## src/hdl/sps_pkg.sv

```systemverilog
// package: constants, state type and decode functions of the phase sequencer
package sps_pkg;

    // -------------------------------------------------------------------------
    // sequencer states (gray coded along the clockwise half-step path)
    // -------------------------------------------------------------------------
    typedef enum logic [2:0] {
        SPS_S1 = 3'h0,
        SPS_S2 = 3'h1,
        SPS_S3 = 3'h3,
        SPS_S4 = 3'h2,
        SPS_S5 = 3'h6,
        SPS_S6 = 3'h7,
        SPS_S7 = 3'h5,
        SPS_S8 = 3'h4
    } sps_state_t;

    localparam logic [2:0] SPS_STRIDE_HALF = 3'h1;
    localparam logic [2:0] SPS_STRIDE_FULL = 3'h2;

    // -------------------------------------------------------------------------
    // protection thresholds
    // -------------------------------------------------------------------------
    localparam int         SPS_CUR_W        = 12;
    localparam int         SPS_TEMP_W       = 8;
    localparam logic [11:0] SPS_OC_THRESH_MA = 12'hAF0;
    localparam logic [7:0] SPS_TSD_LIMIT_C  = 8'hA5;
    localparam logic [7:0] SPS_TSD_HYST_C   = 8'h0F;
    localparam logic [7:0] SPS_TSD_RESUME_C = 8'(SPS_TSD_LIMIT_C - SPS_TSD_HYST_C);

    // -------------------------------------------------------------------------
    // register map
    // -------------------------------------------------------------------------
    localparam int         SPS_ADDR_W     = 4;
    localparam int         SPS_DATA_W     = 8;
    localparam logic [3:0] SPS_OFF_STATUS = 4'h0;
    localparam logic [3:0] SPS_OFF_IRQ_EN = 4'h4;
    localparam logic [3:0] SPS_OFF_CLEAR  = 4'h8;
    localparam logic [3:0] SPS_OFF_STATE  = 4'hC;
    localparam int         SPS_EV_W       = 3;
    localparam int         SPS_EV_OC      = 0;
    localparam int         SPS_EV_THERM   = 1;
    localparam int         SPS_EV_STEP    = 2;
    localparam logic [2:0] SPS_EV_RST     = 3'h0;
    localparam logic [7:0] SPS_DATA_RST   = 8'h00;

    // -------------------------------------------------------------------------
    // state to position index and back
    // -------------------------------------------------------------------------
    function automatic logic [2:0] sps_idx(input sps_state_t s);
        return s ^ (s >> 1) ^ (s >> 2);
    endfunction : sps_idx

    function automatic sps_state_t sps_state(input logic [2:0] i);
        return sps_state_t'(i ^ (i >> 1));
    endfunction : sps_state

    // drive pattern {phase_a, phase_b, enable_a, enable_b}
    function automatic logic [3:0] sps_drive(input sps_state_t s);
        case (s)
            SPS_S1:  return 4'hF;
            SPS_S2:  return 4'h5;
            SPS_S3:  return 4'h7;
            SPS_S4:  return 4'h2;
            SPS_S5:  return 4'h3;
            SPS_S6:  return 4'h1;
            SPS_S7:  return 4'hB;
            default: return 4'hA;
        endcase
    endfunction : sps_drive

endpackage : sps_pkg

```

## src/hdl/sps_protect.sv

```systemverilog
// module: overcurrent and thermal fault latches with open-drain enable pull-down
`timescale 1ns/1ps
module sps_protect (
    // clock and reset
    input  wire logic                      clk,
    input  wire logic                      sys_rst,
    // sensed quantities
    input  wire logic [sps_pkg::SPS_CUR_W-1:0]  hs_current_ma,
    input  wire logic [sps_pkg::SPS_TEMP_W-1:0] die_temp_c,
    // shared enable line
    input  wire logic                      en_line_in,
    output logic                           en_line_out,
    output logic                           en_line_oe,
    // fault state
    output logic                           oc_fault,
    output logic                           therm_fault
);
    import sps_pkg::*;

    logic oc_reg;
    logic oc_next;
    logic therm_reg;
    logic therm_next;

    // -------------------------------------------------------------------------
    // fault latches
    // -------------------------------------------------------------------------
    always_comb begin
        oc_next = oc_reg;
        if (hs_current_ma >= SPS_OC_THRESH_MA) begin
            oc_next = 1'b1;
        end else if (!en_line_in) begin
            oc_next = 1'b0; // release once current is below threshold while the enable line is low
        end
        therm_next = therm_reg;
        if (die_temp_c >= SPS_TSD_LIMIT_C) begin
            therm_next = 1'b1;
        end else if (die_temp_c <= SPS_TSD_RESUME_C) begin
            therm_next = 1'b0;
        end
    end

    always_ff @(posedge clk) begin
        if (sys_rst) begin
            oc_reg    <= 1'b0;
            therm_reg <= 1'b0;
        end else begin
            oc_reg    <= oc_next;
            therm_reg <= therm_next;
        end
    end

    // -------------------------------------------------------------------------
    // one shared open-drain pull-down for both faults
    // -------------------------------------------------------------------------
    assign en_line_out = 1'b0;
    assign en_line_oe  = oc_reg | therm_reg;
    assign oc_fault    = oc_reg;
    assign therm_fault = therm_reg;

endmodule : sps_protect

```

## src/hdl/sps_top.sv

```systemverilog
// module: eight-state stepper phase sequencer with protection and registers
//
// Operation
// - state advances only on a rising edge of the step pulse
// - sequence reset input forces state 1
// - after power-up the sequencer starts in state 1
// - direction high steps ascending, low steps descending
// - step size select high gives half-step through all eight states
// - half-step order 1..8 clockwise, 1,8,7..2 counterclockwise, wrapping
// - full-step from odd state: 1,3,5,7 or 1,7,5,3, two per pulse
// - full-step from even state: 2,4,6,8 or 8,6,4,2, two per pulse
// - half-step pulse from state 1 goes to 2 clockwise, 8 otherwise
// - phase and enable of both bridges come from the current state
// - high-side current at threshold raises an overcurrent fault
// - overcurrent pulls enable line low; resume when line returns high
// - thermal limit switches outputs off; resume after hysteresis drop
// - both faults act through the same enable-line pull-down
`timescale 1ns/1ps
module sps_top (
    // clock and reset
    input  wire logic                           clk,
    input  wire logic                           sys_rst,
    // controller inputs
    input  wire logic                           step_pulse,
    input  wire logic                           rotation_direction,
    input  wire logic                           half_step_sel,
    input  wire logic                           seq_reset,
    // sensed quantities
    input  wire logic [sps_pkg::SPS_CUR_W-1:0]  hs_current_ma,
    input  wire logic [sps_pkg::SPS_TEMP_W-1:0] die_temp_c,
    // shared enable line (open drain)
    input  wire logic                           en_line_in,
    output logic                                en_line_out,
    output logic                                en_line_oe,
    // bridge drive
    output logic                                phase_a,
    output logic                                phase_b,
    output logic                                bridge_en_a,
    output logic                                bridge_en_b,
    // register port
    input  wire logic [sps_pkg::SPS_ADDR_W-1:0] reg_addr,
    input  wire logic [sps_pkg::SPS_DATA_W-1:0] reg_wdata,
    input  wire logic                           reg_wr,
    input  wire logic                           reg_rd,
    output logic [sps_pkg::SPS_DATA_W-1:0]      reg_rdata,
    // interrupt
    output logic                                irq
);
    import sps_pkg::*;

    sps_state_t            state_reg;
    sps_state_t            state_next;
    logic                  step_prev_reg;
    logic                  step_rise;
    logic [2:0]            stride;
    logic [2:0]            cur_idx;
    logic                  oc_fault;
    logic                  therm_fault;
    logic                  drive_ok;
    logic [3:0]            drive_reg;
    logic [3:0]            drive_next;
    logic                  oc_prev_reg;
    logic                  therm_prev_reg;
    logic [SPS_EV_W-1:0]   events;
    logic [SPS_EV_W-1:0]   status_reg;
    logic [SPS_EV_W-1:0]   status_next;
    logic [SPS_EV_W-1:0]   irq_en_reg;
    logic [SPS_EV_W-1:0]   irq_en_next;
    logic [SPS_EV_W-1:0]   clr_mask;
    logic [SPS_DATA_W-1:0] rdata_reg;
    logic [SPS_DATA_W-1:0] rdata_next;

    // -------------------------------------------------------------------------
    // protection
    // -------------------------------------------------------------------------
    sps_protect u_protect (
        .clk           (clk),
        .sys_rst       (sys_rst),
        .hs_current_ma (hs_current_ma),
        .die_temp_c    (die_temp_c),
        .en_line_in    (en_line_in),
        .en_line_out   (en_line_out),
        .en_line_oe    (en_line_oe),
        .oc_fault      (oc_fault),
        .therm_fault   (therm_fault)
    );

    // -------------------------------------------------------------------------
    // phase sequencer
    // -------------------------------------------------------------------------
    assign step_rise = step_pulse & ~step_prev_reg;
    assign cur_idx   = sps_idx(state_reg);

    always_comb begin
        // full-step keeps odd or even parity because the stride is two
        stride     = half_step_sel ? SPS_STRIDE_HALF : SPS_STRIDE_FULL;
        state_next = state_reg;
        if (seq_reset) begin
            state_next = SPS_S1;
        end else if (step_rise) begin
            if (rotation_direction) begin
                state_next = sps_state(3'(cur_idx + stride));
            end else begin
                state_next = sps_state(3'(cur_idx - stride));
            end
        end
    end

    always_ff @(posedge clk) begin
        if (sys_rst) begin
            state_reg     <= SPS_S1;
            step_prev_reg <= 1'b1;
        end else begin
            state_reg     <= state_next;
            step_prev_reg <= step_pulse;
        end
    end

    // -------------------------------------------------------------------------
    // bridge drive
    // -------------------------------------------------------------------------
    assign drive_ok = en_line_in & ~oc_fault & ~therm_fault;

    always_comb begin
        drive_next = sps_drive(state_reg);
        if (!drive_ok) begin
            drive_next[1:0] = 2'h0;
        end
    end

    always_ff @(posedge clk) begin
        if (sys_rst) begin
            drive_reg <= 4'h0;
        end else begin
            drive_reg <= drive_next;
        end
    end

    assign phase_a     = drive_reg[3];
    assign phase_b     = drive_reg[2];
    assign bridge_en_a = drive_reg[1];
    assign bridge_en_b = drive_reg[0];

    // -------------------------------------------------------------------------
    // interrupt status and registers
    // -------------------------------------------------------------------------
    assign events[SPS_EV_OC]    = oc_fault & ~oc_prev_reg;
    assign events[SPS_EV_THERM] = therm_fault & ~therm_prev_reg;
    assign events[SPS_EV_STEP]  = step_rise & ~seq_reset;

    always_comb begin
        clr_mask = '0;
        if (reg_wr && reg_addr == SPS_OFF_CLEAR) begin
            clr_mask = reg_wdata[SPS_EV_W-1:0];
        end
        // a new event wins over a clear in the same cycle
        status_next = (status_reg & ~clr_mask) | events;
        irq_en_next = irq_en_reg;
        if (reg_wr && reg_addr == SPS_OFF_IRQ_EN) begin
            irq_en_next = reg_wdata[SPS_EV_W-1:0];
        end
        rdata_next = SPS_DATA_RST;
        if (reg_rd) begin
            case (reg_addr)
                SPS_OFF_STATUS: rdata_next = {5'h00, status_reg};
                SPS_OFF_IRQ_EN: rdata_next = {5'h00, irq_en_reg};
                SPS_OFF_STATE:  rdata_next = {en_line_in, therm_fault, oc_fault,
                                              rotation_direction, half_step_sel,
                                              cur_idx};
                default:        rdata_next = SPS_DATA_RST;
            endcase
        end
    end

    always_ff @(posedge clk) begin
        if (sys_rst) begin
            status_reg     <= SPS_EV_RST;
            irq_en_reg     <= SPS_EV_RST;
            rdata_reg      <= SPS_DATA_RST;
            oc_prev_reg    <= 1'b0;
            therm_prev_reg <= 1'b0;
        end else begin
            status_reg     <= status_next;
            irq_en_reg     <= irq_en_next;
            rdata_reg      <= rdata_next;
            oc_prev_reg    <= oc_fault;
            therm_prev_reg <= therm_fault;
        end
    end

    assign reg_rdata = rdata_reg;
    assign irq       = |(status_reg & irq_en_reg);
endmodule : sps_top

```

## config.mk

```make
export PLATFORM = sky130hd
export DESIGN_NAME = sps_top
export DESIGN_NICKNAME = d
export VERILOG_FILES = /design/src/hdl/sps_pkg.sv /design/src/hdl/sps_protect.sv /design/src/hdl/sps_top.sv
export SDC_FILE = /design/constraint.sdc
export NUM_CORES = 1
export LEC_CHECK = 0
export BUFFER_PORTS_ARGS = -buffer_cell sky130_fd_sc_hd__buf_2
export CAP_MARGIN = 20
export CORE_MARGIN = 2
export CORE_UTILIZATION = 46
export DETAILED_ROUTE_END_ITERATION = 7
export GPL_TIMING_DRIVEN = 0
export PLACE_DENSITY = 0.89
export RECOVER_POWER = 25
export SYNTH_ARGS = -nofsm -noshare
export SYNTH_HDL_FRONTEND = slang
export SYNTH_SLANG_ARGS = --single-unit
export TNS_END_PERCENT = 1
```

## constraint.sdc

```tcl
create_clock -name clk -period 3.2 [get_ports clk]
set_input_delay 0.32 -clock clk [delete_from_list [all_inputs] [get_ports clk]]
set_output_delay 0.32 -clock clk [all_outputs]
set_load 0.005 [all_outputs]
```

-- Word-level counts from Yosys, hierarchy flattened
Index checks and enable logic that the tools add are counted.
- add/subtract/negate cells: 2
- order comparisons: 3
- equal/unequal tests: 10
- muxes and demuxes: 9
- bitwise logic cells: 23
- reduce and logical (&&, ||, !) cells: 9
- operators with widths (operator ; count):
    $pmux W4 S7 ; 1
    $pmux W8 S3 ; 1
    $ge A12 B12 Y1 const B ; 1
    $eq A3 B3 Y1 const B ; 3
    $xor A3 B2 Y3 ; 3
    $eq A4 B4 Y1 const B ; 2
    $ge A8 B8 Y1 const B ; 1
    $le A8 B8 Y1 const B ; 1
    $not A1 Y1 ; 8
    $and A1 B1 Y1 ; 6
    $and A3 B3 Y3 ; 2
    $eq A3 B2 Y1 const B ; 2
    $mux W3 ; 2
    $reduce_or A2 Y1 ; 3
    $eq A4 B3 Y1 const B ; 1
    $logic_not A4 Y1 ; 1
    $mux W1 ; 4
    $add A3 B2 Y3 ; 1
    $eq A3 B1 Y1 const B ; 1
    $logic_not A3 Y1 ; 1
    $not A3 Y3 ; 1
    $or A3 B3 Y3 ; 1
    $reduce_or A3 Y1 ; 1
    $sub A3 B2 Y3 ; 1
    other kinds (6) ; 7
- register bits: 26
- bits of input ports: 41

-- Longest topological paths before layout
- depth in word-level cells: 6
- mapped depth: 10

-- Cells and area by module
From an unflattened synthesis, not the netlist that was laid out.
- cell total of the unflattened synthesis: 138
- area total of the unflattened synthesis: 1285.0 um^2
- modules (own cells, without submodules) (module ; times used ; cells each ; area an instance (um^2)):
    sps_top ; 1 ; 121 ; 1143.6
    sps_protect ; 1 ; 17 ; 141.4

-- Worst setup path before layout
Ideal clock, no wire load.
- path type: register -> register
- start: register state_reg[1]
- end: register state_reg[1]
- arrival: 2181 ps
- setup slack: 904 ps
- stages on the path, launching flop included: 11
- buffers on the path: 0
- period minus slack after synthesis: 2296 ps
- cell sequence: dfxtp_1 -> inv_1 -> ha_1 -> xnor2_1 -> inv_1 -> ha_1 -> fa_1 -> xor2_1 -> mux2i_1 -> mux2i_1 -> nand2_1
- longest elaborated chain between the ends: 5
- ends and longest elaborated chain (element ; line ; RTL):
    start: declaration ; sps_top.sv:51 ; sps_state_t state_reg;
    start signal: assignment ; sps_top.sv:114 ; state_reg <= state_next;
    $xor A3 B2 Y3 * ; sps_pkg.sv:51 ; return s ^ (s >> 1) ^ (s >> 2);
    $xor A3 B1 Y3 * ; sps_pkg.sv:51 ;
    $sub A3 B2 Y3 or $add A3 B2 Y3 (tied branches) ; sps_top.sv:104, sps_top.sv:102 ;
    $xor A3 B2 Y3 ; sps_pkg.sv:55 ; return sps_state_t'(i ^ (i >> 1));
    $mux W3 * ; sps_top.sv:101 ; if (rotation_direction) begin
Mark *: on every way between the ends. The rest lies on a longest branch, timed or not.
A chain may end at the register's enable or synchronous reset.

-- Worst setup path in the final report
Ends and elaborated chain as after synthesis.

==> results.json <==
{
  "outcome": "completed",
  "worstHoldEndpoint": "step_prev_reg$_SDFF_PP1_",
  "vias_per_cell": 5.09,
  "ys_ff_latch": 26,
  "clkSinkCount": 26,
  "worst_r2r_path_depth": 10,
  "grt_pass1_vias": 1039,
  "clock_path_buffers": 2,
  "async_reset_ff_share_pct": 0,
  "finalClockSkew_ns": 0.00274,
  "hold_viol_final": 0,
  "synth.most_common_cell": "dfxtp_1",
  "initial_utilization_pct": 47.6,
  "cp_max_fo": 5,
  "overflow": 0,
  "finalSetupTns_ns": 0,
  "synth_largest_area_cell": "dfxtp_1",
  "area_growth_pct": 21.9,
  "fin_crit_sh_pct": 80.7,
  "die_w_um": 56.7,
  "cts_tree": "built",
  "r2r_slack_ns": 0.62,
  "finalHoldWorstSlack_ns": 0.179,
  "h-tree-depth": 1,
  "synth_top_area_share_pct": 40.7,
  "arrival_ns": 2.82,
  "dpl.hpwl_mm": 1.97,
  "rsz0062_at_grt": "false",
  "ys_top_cells_by_area": "dfxtp_1, mux2i_1, ha_1",
  "slowest_delay_ns": 0.48,
  "cts_resized": 0,
  "drc_errors": 0,
  "dr_total_vias": 1104,
  "cts_buffers": 3,
  "slowest_stage": "fa_1",
  "synth_cells": 140,
  "crit_chain": "inv_1, ha_1, xnor2_1, inv_1, ha_1, fa_1, xor2_1, mux2i_1, mux2i_1, nand2_1",
  "drive_gt1_share_pct": 26.9,
  "cp_num_buf_inv": 2,
  "worst_slack_ns": 0.619,
  "r2r-start": "state_reg[1]$_SDFFE_PP0P_",
  "avgSynthCellArea_um2": 9.13,
  "max-cap-violations": 0,
  "cts_setup_buffers": 0,
  "leakagePower_nw": 0.764,
  "nNetsFinal": 236,
  "die_y_um": 56.7,
  "dp_slack_ns": 0.647,
  "cp.required_ns": 3.44,
  "io_pins": 56,
  "r2r-end": "state_reg[1]$_SDFFE_PP0P_",
  "cp_top_family": "adder cells",
  "largest_reg_flops": 8,
  "seq_area_frac_synth_pct": 40.7,
  "port_buffers": 42,
  "hold_depth": 2,
  "yosysUniqueCellTypes": 38,
  "layout.cells.non_filler": 217,
  "clk_pin_slew_worst_paths_ns": 0.13,
  "start_kind": "flip-flop",
  "crit_start": "state_reg[1]$_SDFFE_PP0P_",
  "finish.utilization_pct": 58.0,
  "hold_buffers": 0,
  "ys.warnings.count": 0,
  "place_inst": 213,
  "wl_per_cell_um": 11.4,
  "setup-violations-final": 0,
  "wirelength_mm": 2.47,
  "ir_drop_uv": 351,
  "hold_path_class": "input pin to flip-flop",
  "cts_root_buffer": "clkbuf_4",
  "worstHoldStart": "step_pulse",
  "syn-cell-area_um2": 1280,
  "insertion_delay_ns": 0.32,
  "synth_edf_count": 0,
  "final_antenna_net_count": 0,
  "syn_nets": 189,
  "first_pass_iters": 4,
  "yosys-top-cells-count": "dfxtp_1, nor2_1, inv_1, a21oi_1, mux2i_1",
  "maxSlewViolCount": 0,
  "finalCriticalPeriod_ns": 2.58,
  "cp-end-kind": "flip-flop",
  "grt_max_degree": 15,
  "core_um2": 2690,
  "power_density_nw_per_um2": 382,
  "grt_antenna_before_repair": 0,
  "fmax_ghz": 0.387,
  "antennaDiodeCount": 0,
  "die_area_um2": 3220,
  "grt_pass1_wl_mm": 4.32,
  "grt_usage_pct": 17.2,
  "drtIter0Drc": 40,
  "synth_top_flop_cell": "dfxtp_1",
  "place.gp.congestion": 0.790,
  "path_class": "flip-flop to flip-flop",
  "row_count": 19
}
-- report_power, final --
part,total (mW),internal [mW],switching [mW]
clock,0.165,0.0697,0.0949
combinational,0.0913,0.0463,0.0450
sequential,0.340,0.334,0.00558
-- final cells by class --
type / instances / area (um^2)
sequential: 26 / 520
timing repair buffer: 42 / 210
multi-input combinational: 98 / 687
tap: 31 / 38.8
fill: 269 / 1130
inverter: 10 / 37.5
buffer: 6 / 28.8
clock buffer: 4 / 36.3
-- how the worst max path moves through the flow --
stage,to,cells past startpoint
finish,state_reg[1]$_SDFFE_PP0P_,10
global route,state_reg[1]$_SDFFE_PP0P_,10
CTS,state_reg[1]$_SDFFE_PP0P_,10
detailed placement,state_reg[1]$_SDFFE_PP0P_,10
global placement,state_reg[1]$_SDFFE_PP0P_,10
floorplan,state_reg[1]$_SDFFE_PP0P_,10
-- layer usage --
metal / part of all wire, % / vias to the layer above / track usage (%)
li1: - / 564 / -
met1: 44 / 497 / 21.3
met2: 47 / 38 / 28.2
met3: 7.7 / 5 / 5.30
met4: 1.3 / 0 / 5.78
met5: 0 / - / 0
-- through the flow --
| step | cell area [um^2] | power [mW] |
|---|---|---|
| 2_1_floorplan | 1280 | 0.403 |
| 3_3_place_gp | 1530 | 0.436 |
| 3_5_place_dp | 1530 | 0.439 |
| 4_1_cts | 1560 | 0.607 |
| 5_1_grt | 1560 | 0.630 |
| 6_report | 1560 | 0.596 |
-- worst reg2reg max path: stages (launching register included) --
cell	delay (ns)
dfxtp_1	0.45
inv_1	0.10
ha_1	0.29
xnor2_1	0.29
inv_1	0.08
ha_1	0.20
fa_1	0.48
xor2_1	0.16
mux2i_1	0.18
mux2i_1	0.21
nand2_1	0.06
-- kinds of logic after synthesis --
family | Yosys count | synth area share, %
AO/OA/AOI/OAI | 23 | 10.9
XOR/XNOR | 6 | 4.11
AND/OR/NAND/NOR | 51 | 22.4
adder cells (fa/ha/maj) | 8 | 9.00
buffers and inverters | 16 | 5.58
multiplexers | 9 | 7.05
flip-flops | 26 | 40.7
other | 1 | 0.293
-- cells in the final DEF (no fill, tap or decap), types with 2 or more instances in the layout --
| cell type | n |
|---|---|
| buf_2 | 44 |
| dfxtp_1 | 26 |
| nor2_1 | 13 |
| inv_1 | 10 |
| mux2i_1 | 9 |
| a21oi_1 | 9 |
| nand2_1 | 6 |
| ha_1 | 6 |
| nor3_1 | 5 |
| o21ai_1 | 5 |
| and2_1 | 5 |
| xnor2_1 | 3 |
| clkbuf_1 | 3 |
| xor2_1 | 3 |
| or2_1 | 3 |
| a31oi_1 | 3 |
| clkbuf_4 | 3 |
| nand3b_1 | 2 |
| nand2b_1 | 2 |
| a211oi_1 | 2 |
| or2b_1 | 2 |
| nand4b_1 | 2 |
| nor2b_1 | 2 |
| fa_1 | 2 |
(Power assumes the default switching activity.)
